**src/logic/irq_level_pkg.sv**
```systemverilog
package irq_level_pkg;

   ////////////////////////////////////////////////////////////////////////////
   // register geometry
   localparam int REG_W = 16;
   localparam int FIELD_W = 2;
   localparam int FIELDS_PER_REG = 8;
   localparam int NUM_REGS = 4;
   localparam int NUM_SRC = 32;

   // printed word offsets; byte address is four times the index
   localparam logic [3:0] DECODER_TIMER_IRQ_LEVEL_IDX = 4'h6;
   localparam logic [3:0] TIMER_IRQ_LEVEL_IDX = 4'h7;
   localparam logic [3:0] SERIAL_TIMER_IRQ_LEVEL_IDX = 4'h8;
   localparam logic [3:0] PWM_ADC_IRQ_LEVEL_IDX = 4'h9;
   localparam logic [3:0] FIRST_IDX = DECODER_TIMER_IRQ_LEVEL_IDX;
   localparam int BYTE_SHIFT = 2;

   // reset value of every field register
   localparam logic [15:0] LEVEL_REG_RESET = 16'h0000;

   // writable bit masks; clear bits are reserved and read zero
   localparam logic [15:0] DECODER_TIMER_WMASK = 16'h000F;
   localparam logic [15:0] TIMER_WMASK = 16'hFFFF;
   localparam logic [15:0] SERIAL_TIMER_WMASK = 16'hF3FF;
   localparam logic [15:0] PWM_ADC_WMASK = 16'hFFFF;

   // field codes
   localparam logic [1:0] FIELD_MASKED = 2'h0;
   localparam logic [1:0] FIELD_LEVEL0 = 2'h1;
   localparam logic [1:0] FIELD_LEVEL1 = 2'h2;
   localparam logic [1:0] FIELD_LEVEL2 = 2'h3;
   localparam logic [1:0] LEVEL_0 = 2'h0;
   localparam logic [1:0] LEVEL_1 = 2'h1;
   localparam logic [1:0] LEVEL_2 = 2'h2;

   localparam logic [31:0] RDATA_IDLE = 32'h0000_0000;

endpackage

```
**src/logic/irq_level_decode.sv**
```systemverilog
////////////////////////////////////////////////////////////////////////////////
// decodes packed two-bit fields into enable and level per source
module irq_level_decode #(
   parameter int NUM_SRC = 32
) (
   // packed fields, source n at bits 2n+1:2n
   input wire logic [2*NUM_SRC-1:0] fields,
   // decoded outputs
   output logic [NUM_SRC-1:0] src_enable,
   output logic [2*NUM_SRC-1:0] src_level
);

   genvar g;
   generate
      for (g = 0; g < NUM_SRC; g++)
      begin : gen_src
         logic [1:0] f;
         assign f = fields[2*g +: 2];
         // masked source shows enable low and level zero, never a live level
         assign src_enable[g] = (f != irq_level_pkg::FIELD_MASKED);
         // code minus one; code 00 is excluded so level tops out at 2
         assign src_level[2*g +: 2] = (f == irq_level_pkg::FIELD_LEVEL0) ? irq_level_pkg::LEVEL_0 :
                                      (f == irq_level_pkg::FIELD_LEVEL1) ? irq_level_pkg::LEVEL_1 :
                                      (f == irq_level_pkg::FIELD_LEVEL2) ? irq_level_pkg::LEVEL_2 :
                                      irq_level_pkg::LEVEL_0;
      end
   endgenerate

endmodule // irq_level_decode

```
**src/logic/irq_priority_level_regs.sv**
```systemverilog
////////////////////////////////////////////////////////////////////////////////
// Overview of operation
// - field 00 masks, 01 level 0, 10 level 1, 11 level 2
// - reset clears all fields to 00, every source disabled
// - no field assigns a level above 2
// - reserved bits read zero and ignore writes, incl. bits 11-10 at offset 8
// - offset 7: timer A ch0, timer B ch3..0, timer C ch3..1 from top down
// - offset 8: serial rx full, rx error, tx idle, tx empty, timer A ch3..1
// - offset 9 top: PWM A fault, PWM B fault, PWM A reload
// - offset 6: decoder 0 index at 3-2, home or watchdog at 1-0
// - offset 9 low: PWM B reload, ADC A/B zero cross, ADC A/B done
//
// Added by the designer: the APB slave port.
module irq_priority_level_regs (
   // clock and reset
   input wire logic pclk,
   input wire logic presetn,
   // apb slave
   input wire logic psel,
   input wire logic penable,
   input wire logic pwrite,
   input wire logic [11:0] paddr,
   input wire logic [31:0] pwdata,
   input wire logic [3:0] pstrb,
   output logic [31:0] prdata,
   output logic pready,
   output logic pslverr,
   // decoded sources, index order given in the header of each register below
   output logic [31:0] src_enable,
   output logic [63:0] src_level
);

   ////////////////////////////////////////////////////////////////////////////
   // state
   typedef struct packed {
      logic [3:0][15:0] regs;
      logic [31:0] rdata;
   } state_t;

   state_t s_q;
   state_t s_d;

   logic [3:0] idx;
   logic hit;
   logic [15:0] wmask [4];
   logic setup;

   assign wmask[0] = irq_level_pkg::DECODER_TIMER_WMASK;
   assign wmask[1] = irq_level_pkg::TIMER_WMASK;
   assign wmask[2] = irq_level_pkg::SERIAL_TIMER_WMASK;
   assign wmask[3] = irq_level_pkg::PWM_ADC_WMASK;

   ////////////////////////////////////////////////////////////////////////////
   // address decode: word index of the byte address, offsets 6 to 9
   assign idx = paddr[irq_level_pkg::BYTE_SHIFT +: 4];
   assign hit = (paddr[11:6] == 6'h00) && (paddr[1:0] == 2'h0) &&
                (idx >= irq_level_pkg::DECODER_TIMER_IRQ_LEVEL_IDX) &&
                (idx <= irq_level_pkg::PWM_ADC_IRQ_LEVEL_IDX);
   assign setup = psel && !penable;

   // zero wait states; unmapped address answers with error
   assign pready = 1'b1;
   assign pslverr = psel && penable && !hit;
   assign prdata = s_q.rdata;

   ////////////////////////////////////////////////////////////////////////////
   // next state
   always_comb
   begin
      logic [1:0] r;
      logic [15:0] wv;
      r = 2'(idx - irq_level_pkg::FIRST_IDX);
      wv = s_q.regs[r];
      s_d = s_q;
      // write lands in the access cycle; only lanes 0 and 1 carry the word
      if (psel && penable && pwrite && hit)
      begin
         if (pstrb[0])
            wv[7:0] = pwdata[7:0];
         if (pstrb[1])
            wv[15:8] = pwdata[15:8];
         s_d.regs[r] = wv & wmask[r];
      end
      // read data captured in setup so it is stable during access
      if (setup)
      begin
         if (!pwrite && hit)
            s_d.rdata = {16'h0000, s_q.regs[r] & wmask[r]};
         else
            s_d.rdata = irq_level_pkg::RDATA_IDLE;
      end
   end

   always_ff @(posedge pclk or negedge presetn)
   begin
      if (!presetn)
      begin
         s_q.regs <= {4{irq_level_pkg::LEVEL_REG_RESET}};
         s_q.rdata <= irq_level_pkg::RDATA_IDLE;
      end
      else
         s_q <= s_d;
   end

   ////////////////////////////////////////////////////////////////////////////
   // source packing, two bits per source, src n at fields[2n+1:2n]
   // 0 decoder0_home_watchdog, 1 decoder0_index            (reg 6 bits 3-0)
   // 2..9  timer_c_ch1..3, timer_b_ch0..3, timer_a_ch0     (reg 7 bits 1-0 up)
   // 10..12 timer_a_ch1..3, 13 tx empty, 14 tx idle,
   // 15 rx error, 16 rx full                               (reg 8)
   // 17 adc_b_done, 18 adc_a_done, 19 adc_b_zc, 20 adc_a_zc,
   // 21 pwm_b_reload, 22 pwm_a_reload, 23 pwm_b_fault, 24 pwm_a_fault (reg 9)
   // one named level per source
   logic [1:0] decoder0_index_level;
   logic [1:0] decoder0_home_watchdog_level;
   logic [1:0] timer_a_ch0_level;
   logic [1:0] timer_a_ch1_level;
   logic [1:0] timer_a_ch2_level;
   logic [1:0] timer_a_ch3_level;
   logic [1:0] timer_b_ch0_level;
   logic [1:0] timer_b_ch1_level;
   logic [1:0] timer_b_ch2_level;
   logic [1:0] timer_b_ch3_level;
   logic [1:0] timer_c_ch1_level;
   logic [1:0] timer_c_ch2_level;
   logic [1:0] timer_c_ch3_level;
   logic [1:0] serial0_rx_full_level;
   logic [1:0] serial0_rx_error_level;
   logic [1:0] serial0_tx_idle_level;
   logic [1:0] serial0_tx_empty_level;
   logic [1:0] pwm_a_fault_level;
   logic [1:0] pwm_b_fault_level;
   logic [1:0] pwm_a_reload_level;
   logic [1:0] pwm_b_reload_level;
   logic [1:0] adc_a_zero_cross_level;
   logic [1:0] adc_b_zero_cross_level;
   logic [1:0] adc_a_conv_done_level;
   logic [1:0] adc_b_conv_done_level;
   logic [63:0] fields;

   // decoder 0 sits in the low nibble; the rest of that word is not built
   assign decoder0_index_level = s_q.regs[0][3:2];
   assign decoder0_home_watchdog_level = s_q.regs[0][1:0];

   // timer A ch0 on top, then timer B ch3 to ch0, then timer C ch3 to ch1
   assign timer_a_ch0_level = s_q.regs[1][15:14];
   assign timer_b_ch3_level = s_q.regs[1][13:12];
   assign timer_b_ch2_level = s_q.regs[1][11:10];
   assign timer_b_ch1_level = s_q.regs[1][9:8];
   assign timer_b_ch0_level = s_q.regs[1][7:6];
   assign timer_c_ch3_level = s_q.regs[1][5:4];
   assign timer_c_ch2_level = s_q.regs[1][3:2];
   assign timer_c_ch1_level = s_q.regs[1][1:0];

   // serial port 0 on top; the pair at 11-10 never reaches a source
   assign serial0_rx_full_level = s_q.regs[2][15:14];
   assign serial0_rx_error_level = s_q.regs[2][13:12];
   assign serial0_tx_idle_level = s_q.regs[2][9:8];
   assign serial0_tx_empty_level = s_q.regs[2][7:6];
   assign timer_a_ch3_level = s_q.regs[2][5:4];
   assign timer_a_ch2_level = s_q.regs[2][3:2];
   assign timer_a_ch1_level = s_q.regs[2][1:0];

   // pwm faults and reloads on top, adc events below
   assign pwm_a_fault_level = s_q.regs[3][15:14];
   assign pwm_b_fault_level = s_q.regs[3][13:12];
   assign pwm_a_reload_level = s_q.regs[3][11:10];
   assign pwm_b_reload_level = s_q.regs[3][9:8];
   assign adc_a_zero_cross_level = s_q.regs[3][7:6];
   assign adc_b_zero_cross_level = s_q.regs[3][5:4];
   assign adc_a_conv_done_level = s_q.regs[3][3:2];
   assign adc_b_conv_done_level = s_q.regs[3][1:0];

   // packed view for the decoder, top source first; indices 25 to 31 stay empty
   assign fields = {
      14'h0000,
      pwm_a_fault_level, pwm_b_fault_level, pwm_a_reload_level, pwm_b_reload_level,
      adc_a_zero_cross_level, adc_b_zero_cross_level,
      adc_a_conv_done_level, adc_b_conv_done_level,
      serial0_rx_full_level, serial0_rx_error_level,
      serial0_tx_idle_level, serial0_tx_empty_level,
      timer_a_ch3_level, timer_a_ch2_level, timer_a_ch1_level, timer_a_ch0_level,
      timer_b_ch3_level, timer_b_ch2_level, timer_b_ch1_level, timer_b_ch0_level,
      timer_c_ch3_level, timer_c_ch2_level, timer_c_ch1_level,
      decoder0_index_level, decoder0_home_watchdog_level
   };

   irq_level_decode #(
      .NUM_SRC(irq_level_pkg::NUM_SRC)
   ) u_decode (
      .fields(fields),
      .src_enable(src_enable),
      .src_level(src_level)
   );

   ////////////////////////////////////////////////////////////////////////////
   // checks
   AST_RESET_CLEAR: assert property (@(posedge pclk)
      $rose(presetn) |-> (src_enable == 32'h0000_0000))
      else $error("sources enabled right after reset");

   AST_RESET_LEVELS: assert property (@(posedge pclk)
      $rose(presetn) |-> (src_level == 64'h0000_0000_0000_0000))
      else $error("levels live right after reset");

   AST_MASKED_ZERO: assert property (@(posedge pclk) disable iff (!presetn)
      (fields[1:0] == 2'h0) |-> (!src_enable[0] && src_level[1:0] == 2'h0))
      else $error("masked source not blocked");

   AST_NO_GHOST: assert property (@(posedge pclk) disable iff (!presetn)
      src_enable[31:25] == 7'h00 && src_level[63:50] == 14'h0000)
      else $error("unused source index active");

   AST_LEVEL_MAX: assert property (@(posedge pclk) disable iff (!presetn)
      src_level[49:48] != 2'h3)
      else $error("level above 2");

   AST_DECODE: assert property (@(posedge pclk) disable iff (!presetn)
      (s_q.regs[1][15:14] == 2'h3) |->
      (src_enable[9] && src_level[19:18] == 2'h2))
      else $error("timer a ch0 decode wrong");

   AST_LEVEL0_CODE: assert property (@(posedge pclk) disable iff (!presetn)
      (s_q.regs[3][1:0] == 2'h1) |-> (src_enable[17] && src_level[35:34] == 2'h0))
      else $error("code 01 not level 0");

   AST_LEVEL1_CODE: assert property (@(posedge pclk) disable iff (!presetn)
      (s_q.regs[2][15:14] == 2'h2) |-> (src_enable[16] && src_level[33:32] == 2'h1))
      else $error("code 10 not level 1");

   AST_RESERVED: assert property (@(posedge pclk) disable iff (!presetn)
      s_q.regs[2][11:10] == 2'h0 && s_q.regs[0][15:4] == 12'h000)
      else $error("reserved bits stored");

   AST_RESERVED_READ: assert property (@(posedge pclk) disable iff (!presetn)
      (psel && penable && !pwrite && hit && idx == irq_level_pkg::SERIAL_TIMER_IRQ_LEVEL_IDX)
      |-> (prdata[11:10] == 2'h0 && prdata[31:16] == 16'h0000))
      else $error("reserved bits read back");

   AST_WRITE_IGNORED: assert property (@(posedge pclk) disable iff (!presetn)
      (psel && penable && pwrite && !hit) |=> $stable(s_q.regs))
      else $error("refused write changed a field");

   AST_WRITE_TAKES: assert property (@(posedge pclk) disable iff (!presetn)
      (psel && penable && pwrite && hit && pstrb[1] &&
       idx == irq_level_pkg::SERIAL_TIMER_IRQ_LEVEL_IDX)
      |=> (s_q.regs[2][15:14] == $past(pwdata[15:14])))
      else $error("rx full field not written");

   AST_READ_DATA: assert property (@(posedge pclk) disable iff (!presetn)
      (psel && penable && !pwrite && hit && idx == irq_level_pkg::TIMER_IRQ_LEVEL_IDX)
      |-> (prdata == {16'h0000, s_q.regs[1]}))
      else $error("timer register read wrong");

   AST_DEC_HOME_MAP: assert property (@(posedge pclk) disable iff (!presetn)
      src_enable[0] == (s_q.regs[0][1:0] != 2'h0))
      else $error("decoder home mapping wrong");

   AST_DEC_MAP: assert property (@(posedge pclk) disable iff (!presetn)
      src_enable[1] == (s_q.regs[0][3:2] != 2'h0))
      else $error("decoder index mapping wrong");

   AST_TIMER_C1_MAP: assert property (@(posedge pclk) disable iff (!presetn)
      src_enable[2] == (s_q.regs[1][1:0] != 2'h0))
      else $error("timer c ch1 mapping wrong");

   AST_TIMER_B3_MAP: assert property (@(posedge pclk) disable iff (!presetn)
      src_enable[8] == (s_q.regs[1][13:12] != 2'h0))
      else $error("timer b ch3 mapping wrong");

   AST_TIMER_A1_MAP: assert property (@(posedge pclk) disable iff (!presetn)
      src_enable[10] == (s_q.regs[2][1:0] != 2'h0))
      else $error("timer a ch1 mapping wrong");

   AST_TX_EMPTY_MAP: assert property (@(posedge pclk) disable iff (!presetn)
      src_enable[13] == (s_q.regs[2][7:6] != 2'h0))
      else $error("tx empty mapping wrong");

   AST_TX_IDLE_MAP: assert property (@(posedge pclk) disable iff (!presetn)
      src_enable[14] == (s_q.regs[2][9:8] != 2'h0))
      else $error("tx idle mapping wrong");

   AST_RX_ERROR_MAP: assert property (@(posedge pclk) disable iff (!presetn)
      src_enable[15] == (s_q.regs[2][13:12] != 2'h0))
      else $error("rx error mapping wrong");

   AST_RX_FULL_MAP: assert property (@(posedge pclk) disable iff (!presetn)
      src_enable[16] == (s_q.regs[2][15:14] != 2'h0))
      else $error("rx full mapping wrong");

   AST_ADC_MAP: assert property (@(posedge pclk) disable iff (!presetn)
      src_enable[17] == (s_q.regs[3][1:0] != 2'h0))
      else $error("adc b done mapping wrong");

   AST_ADC_ZC_MAP: assert property (@(posedge pclk) disable iff (!presetn)
      src_enable[20] == (s_q.regs[3][7:6] != 2'h0))
      else $error("adc a zero cross mapping wrong");

   AST_PWM_RELOAD_MAP: assert property (@(posedge pclk) disable iff (!presetn)
      src_enable[22] == (s_q.regs[3][11:10] != 2'h0))
      else $error("pwm a reload mapping wrong");

   AST_PWM_B_FAULT_MAP: assert property (@(posedge pclk) disable iff (!presetn)
      src_enable[23] == (s_q.regs[3][13:12] != 2'h0))
      else $error("pwm b fault mapping wrong");

   AST_PWM_MAP: assert property (@(posedge pclk) disable iff (!presetn)
      src_enable[24] == (s_q.regs[3][15:14] != 2'h0))
      else $error("pwm a fault mapping wrong");

   // every source index, so a slip in the decoder cannot hide behind one probe
   for (genvar g = 0; g < irq_level_pkg::NUM_SRC; g++)
   begin : gen_cap
      AST_LEVEL_CAP: assert property (@(posedge pclk) disable iff (!presetn)
         src_level[2*g +: 2] != 2'h3)
         else $error("decoded level above 2");
   end

endmodule // irq_priority_level_regs

```
**config.mk**
```make
export PLATFORM = sky130hd
export DESIGN_NAME = irq_priority_level_regs
export DESIGN_NICKNAME = d
export VERILOG_FILES = /design/src/logic/irq_level_pkg.sv /design/src/logic/irq_level_decode.sv /design/src/logic/irq_priority_level_regs.sv
export SDC_FILE = /design/constraint.sdc
export NUM_CORES = 1
export LEC_CHECK = 0
export BUFFER_PORTS_ARGS = -buffer_cell sky130_fd_sc_hd__buf_2
export CORE_MARGIN = 2
export CORE_UTILIZATION = 43
export CTS_CLUSTER_DIAMETER = 150
export DETAILED_ROUTE_END_ITERATION = 12
export PLACE_DENSITY = 0.73
export SETUP_SLACK_MARGIN = 0.02
export SLEW_MARGIN = 20
export SYNTH_ARGS = -nofsm -noshare
export SYNTH_HDL_FRONTEND = slang
export SYNTH_SLANG_ARGS = --single-unit
```
**constraint.sdc**
```tcl
create_clock -name pclk -period 1.2 [get_ports pclk]
set_input_delay 0.06 -clock pclk [delete_from_list [all_inputs] [get_ports pclk]]
set_output_delay 0.06 -clock pclk [all_outputs]
set_load 0.05 [all_outputs]
```
# Word level (Yosys, flattened, before mapping)
# Index checks and enable logic that the tools add are counted.
[word_totals]
reg_bits = 96
out_inout_bits = 130
elab_cells = 217
[op_classes]
addsub = 1
n_lt_le_gt_ge = 5
n_eq_ne = 75
muxes = 88
bitwise_logic = 3
reduce_logical = 40
[op_table]
columns = ["op", "n"]
rows = [
  ["2-to-1 mux 2 bit", 75],
  ["equality test 2 bit (second input constant)", 50],
  ["2-to-1 mux 16 bit", 5],
  ["binary-select mux 16 bit (select 2 bit)", 2],
  ["bitwise mux 64 bit", 1],
  ["equality test 2 x 1 -> 1 bit (second input constant)", 25],
  ["nonzero test 2 bit", 25],
  ["AND 16 bit", 2],
  ["demux 16 bit (select 2 bit)", 1],
  ["2-to-1 mux 8 bit", 4],
  ["logical AND 1 bit", 10],
  ["zero test 6 bit", 1],
  [">= comparator 4 x 3 -> 1 bit (second input constant)", 1],
  ["<= comparator 4 bit (second input constant)", 1],
  [">= comparator 3 bit (second input constant)", 1],
  ["zero test 1 bit", 3],
  ["< comparator 2 x 3 -> 1 bit (second input constant)", 1],
  ["inverter 2 -> 3 bit", 1],
  [">= comparator 2 x 1 -> 1 bit (second input constant)", 1],
  ["zero test 2 bit", 1],
  ["subtractor 2 bit (second input constant)", 1],
]

# Longest topological paths before layout
# Gate-level depths: netlist (run 1).
[depth]
depth_word = 8
mapped_depth = 6

# By module
# From an unflattened synthesis (run 1), not the netlist that was laid out.
[unflattened]
cells_unflattened = 457
area_unflattened_um2 = 4200.3
[modules_own_cells]
columns = ["mod", "n_inst", "cells_each", "area_per_inst_um2", "seq_area_each_um2"]
rows = [
  ["irq_priority_level_regs", 1, 361, 3599.7, 1651.6],
  ["irq_level_decode", 1, 96, 600.6, 0.0],
]

# Worst setup path before layout (run 1)
# Ideal clock, no wire load.
[synth_timing]
kind = "input port to flip-flop"
from = "in paddr[6]"
to = "reg s_q (netlist bit adc_a_conv_done_level[0])"
setup_time_ns = 0.125
arrival_ns = 1.498
setup_slack_ns = -0.423
stages = 6
n_path_buf = 2
path_cell_list = "or4_4 > buf_6 > a2111oi_4 > nor2b_1 > buf_2 > a21oi_1"
[synth_via]
elab_chain_cells = 5
[synth_rtl]
columns = ["item", "line", "text"]
rows = [
  ["start, declared", "irq_priority_level_regs.sv:22", "input wire logic [11:0] paddr,"],
  ["zero test 6 bit", "irq_priority_level_regs.sv:56", "assign hit = (paddr[11:6] == 6'h00) && (paddr[1:0] == 2'h0) &&"],
  ["logical AND 1 bit (2 in series)", "irq_priority_level_regs.sv:56", ""],
  ["logical AND 1 bit", "irq_priority_level_regs.sv:57", "(idx >= irq_level_pkg::DECODER_TIMER_IRQ_LEVEL_IDX) &&"],
  ["logical AND 1 bit", "irq_priority_level_regs.sv:76", "if (psel && penable && pwrite && hit)"],
  ["end, declared", "irq_priority_level_regs.sv:40", "state_t s_q;"],
]
# No other way between the ends.
# A chain may end at the register's enable or synchronous reset.

# Final worst setup path (run 1)
[layout_timing]
from = "in paddr[11]"
to = "reg s_q (netlist bit fields[46])"
# The elaborated chain is that of the path after synthesis.

==> out/results.ini, run 1 <==
[final_layout]
regArea_um2 = 1660
nNetsFinal = 756
filler_cell_count = 602
n_antenna_cell = 0
drive_gt1_frac = 0.612
multi_input_area_um2 = 2830
areaGrowthSynthToFinish_pct = 72.2
instances_no_fill = 840

[worst_setup_path]
worstSetupEndpointType = register
critical_path_class = primary input to register
rr_worst_depth = 5
cpMaxStageDelayCell = or4_4
start_kind = primary input
r2r_slack_ns = -0.16
cp_common_cell = buf_6
max_stage_delay_ns = 0.59
cp_cell_sequence = buf_6 -> or4_4 -> buf_6 -> or3_4 -> o21ai_2 -> o21ai_1
crit_arrival_ns = 1.64
crit_fanout = 6
worstReg2RegEnd = adc_b_conv_done_level[1]
r2r_start = fields[5]
crit_required_ns = 1.42

[pwr]
power.density_nw_per_um2 = 681
p_total_mw = 5.00
p_leak_nw = 3.51
peakVddDrop_v = 0.000619

[worst_hold_path]
hp-class = primary input to register
whs_path_depth = 5
hold_end = fields[15]
hp-start = pwdata[11]

[outcome]
violations = negative setup slack
status = finished, violations left

[placement]
port_buffers = 126
gp_congestion = 0.832
place_inst = 779
dp_hpwl_um = 8800
pre_cts_slack_ns = -0.541

[timing]
slew_violations = 0
maxSlewHeadroom = 0.616
timing.final.ws_setup_ns = -0.216
worst_pin_slew_ns = 0.576
fin_crit_ns = 1.42
tns_ns = -8.56
fin_skew_ns = 0.00559
finalCritPeriodShare = 1.18
fmax_mhz = 706
final_hold_viol_count = 0
setup_violations = 96
rsz0062_at_grt = yes

[clock_tree]
cts_tree = done
numCtsBuffers = 9
clkLatencyLatePin_ns = 0.34
clockBufferDepth = 2
cts.clk_slew.worst_paths_ns = 0.08
clockRootBuffer = clkbuf_8
clock-sinks = 66
htreeDepth = 3

[global_routing]
antenna_found_initial = 0
grt_usage = 0.261
overflow = 0
grt_max_degree = 38
grt_pass1_vias = 4677
grt_pass1_wl_um = 22800

[drt]
firstDrtPassIters = 5
routedWlPerCell_um = 18.9
route.vias.total = 4574
vias_per_cell = 5.45
drc = 0
finalWirelength_um = 15900
drtIter0Drc = 204
ant_nets = 0

[yosys]
synthTopCellsByCount = dfrtp_1 (66), buf_4 (54), o21ai_0 (47)
synth.largest_area_cell = dfrtp_1
synth_area_um2 = 4270
synthFlopType = dfrtp_1
syn_avg_cell_area_um2 = 8.60
synth.distinct_cells = 40
synth_edf_count = 0
ys_ff_latch = 66
ys_seq_area_frac = 0.387
synthTopCellsByArea = dfrtp_1 (39%), buf_4 (9.5%), o21ai_0 (5.5%)
synthCells = 496
synth_top_area_share = 0.387
yosysMostFrequentCell = dfrtp_1
async_reset_ff_frac = 1.00
yosysWarnings = 0

[floorplan]
dieArea_um2 = 10700
num_rows = 36
start_util = 0.441
core-area_um2 = 9680
top_level_ports = 183
fp.dieH_um = 104
die_w_um = 104

[job]
max_cap_viol_count = 0

-- kinds of logic (layout without fill, tap and decap cells) --
family | count (synthesis) | after routing | share of synthesized area
muxes | 30 | 30 | 0.0745
DFF | 66 | 66 | 0.387
buffers and inverters | 92 | 266 | 0.136
and+or+nand+nor | 171 | 172 | 0.219
AOI/OAI and AO/OA | 135 | 135 | 0.181
other | 2 | 38 | 0.00176
-- stage by stage --
stage / hold WS [ns] / cell area [um^2] / util
after global placement: 0.0338 / 5330 / 0.550
after floorplan: -0.236 / 4530 / -
after detailed placement: 0.0365 / 5330 / 0.550
after global routing: 0.144 / 7350 / 0.759
final: 0.124 / 7350 / 0.759
after CTS: 0.122 / 6870 / 0.709
-- report_power, final --
part / total [mW] / switching, mW / internal, mW / leakage, nW
logic: 0.868 / 0.625 / 0.243 / 2.56
clock network: 1.91 / 0.909 / 0.998 / 0.0941
registers: 2.23 / 0.00304 / 2.22 / 0.859
-- worst max-delay path: cells and delay by family --
| kind | cells | cell delay (ns) |
|---|---|---|
| simple gates | 2 | 1.05 |
| buf+inv | 2 | 0.24 |
| compound gates | 2 | 0.28 |
-- metal layers --
layer	GRT usage	wire length [um]	up-vias
li1	-	-	2014
met1	0.301	5880	2246
met2	0.466	8470	268
met3	0.0535	1070	46
met4	0.113	447	0
met5	0	0	-
-- cell type report --
cell class | instances | area share
clock inverters | 5 | 0.00749
inverters | 11 | 0.00834
repair buffers | 240 | 0.331
multi-input cells | 375 | 0.386
flip-flops and latches | 66 | 0.226
clock buffers | 10 | 0.0187
well taps | 133 | 0.0226
-- worst max path at each step --
stage / from / to / slack, ns / depth (start not counted)
3_3_place_gp: paddr[7] / decoder0_index_level[0] / -0.51 / 6
5_1_grt: paddr[3] / fields[16] / -0.23 / 7
4_1_cts: adc_a_conv_done_level[0] / src_enable[18] / -0.14 / 3
2_1_floorplan: paddr[6] / fields[47] / -0.34 / 6
6_report: paddr[11] / fields[46] / -0.22 / 6
3_5_place_dp: paddr[7] / adc_a_conv_done_level[1] / -0.54 / 6
-- cells in the final DEF (no fill, tap or decap), drive strengths merged, types with 2 or more instances in the layout --
master      n
buf       239
o21ai      67
dfrtp      66
a21oi      43
nor2       40
conb       38
nand2      27
and2       21
nand2b     21
nor2b      21
or2        20
mux2i      16
mux2       14
inv        11
clkbuf     10
o221ai     10
a22oi       9
nor3        5
o21a        4
or3         3
or4         2
nand4       2
clkinv      2
clkinvlp    2
nor4        2
nand3b      2
nand3       2
-- timing repair --
action / CTS / global route
endpoints found under the setup margin: 131 / 131
hold endpoints to repair: 14 / 0
resized for setup: 332 / 113
cloned: 2 / 0
setup buffers: 28 / 18
hold buffers: 1 / 0
pin swaps: 22 / 39
-- registers in the layout, summed over array words and instances, names as in the netlist --
signal,flops
fields,38
prdata,16
adc_a_conv_done_level,2
adc_a_zero_cross_level,2
adc_b_conv_done_level,2
adc_b_zero_cross_level,2
decoder0_home_watchdog_level,2
decoder0_index_level,2
(Power assumes the default switching activity.)
==> run 2: changes to the inputs <==
SETUP_SLACK_MARGIN = unset   (was 0.02)
==> run 2 against run 1 <==
Against the previous run: the run still ends with negative setup slack left; clock power about the same; register-to-register slack improved by 0.06 ns; first-iteration DRC count increased by 16%; non-clock buffer count down 5; core utilization fell by 1.4 points; design area fell by 1.9%; via count shrank 1.2%; sequential cell count did not move; total power down 0.46%; critical path type unchanged; critical endpoint is now fields[42]; largest cell class unchanged.
==> out/results.ini, run 2 (synthesis results as in run 1) <==
[outcome]
status = finished, violations left
violations = negative setup slack

[drt]
routedWlPerCell_um = 18.3
firstDrtPassIters = 5
ant_nets = 0
drc = 0
drtIter0Drc = 236
vias_per_cell = 5.41
route.vias.total = 4518
finalWirelength_um = 15300

[placement]
dp_hpwl_um = 8800
port_buffers = 126
pre_cts_slack_ns = -0.541
postPlaceCellArea_um2 = 5330
gp_congestion = 0.832

[timing]
fmax_mhz = 732
fin_crit_ns = 1.37
fin_skew_ns = 0.00806
whs_ns = 0.117
final_hold_viol_count = 0
slew_violations = 0
setup_violations = 102
finalCritPeriodShare = 1.14
rsz0062_at_grt = yes
worst_pin_slew_ns = 0.553
maxSlewHeadroom = 0.631
timing.final.ws_setup_ns = -0.166

[worst_setup_path]
worstSetupEndpointType = register
cp_cell_sequence = buf_2 -> or4_4 -> buf_4 -> or3_4 -> o21ai_2 -> o21ai_2
cpMaxStageDelayCell = or4_4
cp_top_family = simple AND/OR/NAND/NOR gates
crit_fanout = 6
start_kind = primary input
critical_path_class = primary input to register
crit_required_ns = 1.42
max_stage_delay_ns = 0.57
cp_num_buf_inv = 2
cp_common_cell = o21ai_2
crit_arrival_ns = 1.59

[floorplan]
top_level_ports = 183
fp.dieH_um = 104
num_rows = 36
start_util = 0.441
die_w_um = 104
core-area_um2 = 9680
dieArea_um2 = 10700

[global_routing]
grt_max_degree = 38
grt_util_met1 = 0.312
grt.met2_usage = 0.456
grt.busiest_layer = met2
antenna_found_initial = 0
grt_pass1_vias = 4523
grt_usage = 0.257
overflow = 0
grt_pass1_wl_um = 22400
grt_use_met3 = 0.0510

[final_layout]
largest_reg_flops = 38
n_antenna_cell = 0
areaGrowthSynthToFinish_pct = 68.9
nNetsFinal = 751
mostFrequentLayoutCell = buf_6
design_area_um2 = 7210
final_util = 0.744
layout_common_cells = buf_6 (73), buf_4 (64), dfrtp_1 (59), buf_2 (48), buf_8 (41)
drive_gt1_frac = 0.601

[worst_hold_path]
hp-class = primary input to register

[clock_tree]
cts.clk_slew.worst_paths_ns = 0.08
htreeDepth = 3
clockRootBuffer = clkbuf_8
clockBufferDepth = 2
clkLatencyLatePin_ns = 0.35
clock-sinks = 66
cts_tree = done
numCtsBuffers = 9

[pwr]
p_total_mw = 4.98
power.density_nw_per_um2 = 691
peakVddDrop_v = 0.000592
p_leak_nw = 3.44

[job]
max_cap_viol_count = 0

run 2: changes by cell type in the layout (fill, tap and decap cells not counted), moves of 2 or more:
| cell | change |
|---|---|
| buf_8 | -8 |
| buf_2 | +2 |
| dfrtp_2 | -2 |
| inv_4 | -2 |
| dfrtp_1 | +2 |
| buf_6 | +2 |
| nor2_2 | +3 |
| inv_2 | +4 |
| o21ai_2 | +2 |
| o21ai_1 | -4 |
| nor2_4 | -4 |
| nand2_4 | -2 |
run 2: what timing repair did:
| action | CTS | global route |
|---|---|---|
| pin swaps | 19 | 36 |
| endpoints found under the setup margin | 128 | 130 |
| setup buffers | 22 | 20 |
| hold endpoints to repair | 14 | 0 |
| gates cloned | 2 | 0 |
| hold buffers | 1 | 0 |
| gates resized for setup | 302 | 115 |
run 2: worst min-delay path, delay by kind of cell:
kind	cells	cell delay (ns)
simple gates	2	0.14
compound gates	2	0.13
buf+inv	1	0.10
run 2: routing by layer:
layer	vias to the layer above	part of all wire
met2	256	0.54
met4	0	0.023
met3	38	0.077
li1	2013	-
met1	2211	0.36
met5	-	0
run 2: final cells by class:
class                      count  area (um^2)
clock buffer                  10          138
tap                          133          166
multi-input combinational    375         2810
timing repair buffer         235         2340
clock inverter                 5         55.1
inverter                      11         43.8
sequential                    66         1660
fill                         613         2480
run 2: per-stage QoR:
| step | TNS [ns] | cells |
|---|---|---|
| global placement | -26.57 | 779 |
| detailed placement | -28.48 | 779 |
| floorplan | -13.69 | 532 |
| finish | -9.21 | 835 |
| CTS | -5.93 | 816 |
| global route | -12.89 | 835 |
run 2: final timing paths:
path                                  from         end  slack (ns)  depth (start not counted)
worst max-delay path              paddr[9]  fields[42]       -0.17                          6
worst min-delay path            pwdata[11]  fields[15]        0.12                          5
worst max register to register  fields[12]  fields[28]       -0.10                          3
worst min register to register   prdata[8]   prdata[8]        0.48                          2
max in group asynchronous          presetn  fields[23]        0.45                          3
min in group asynchronous          presetn   prdata[8]        0.20                          2
run 2: where the power goes:
group          leakage (nW)  internal, mW  total (mW)  switching, mW
Combinational          2.49         0.233       0.855          0.622
Clock                0.0941         0.997        1.90          0.900
Sequential            0.861          2.22        2.23        0.00295
Total                  3.44          3.46        4.98           1.52
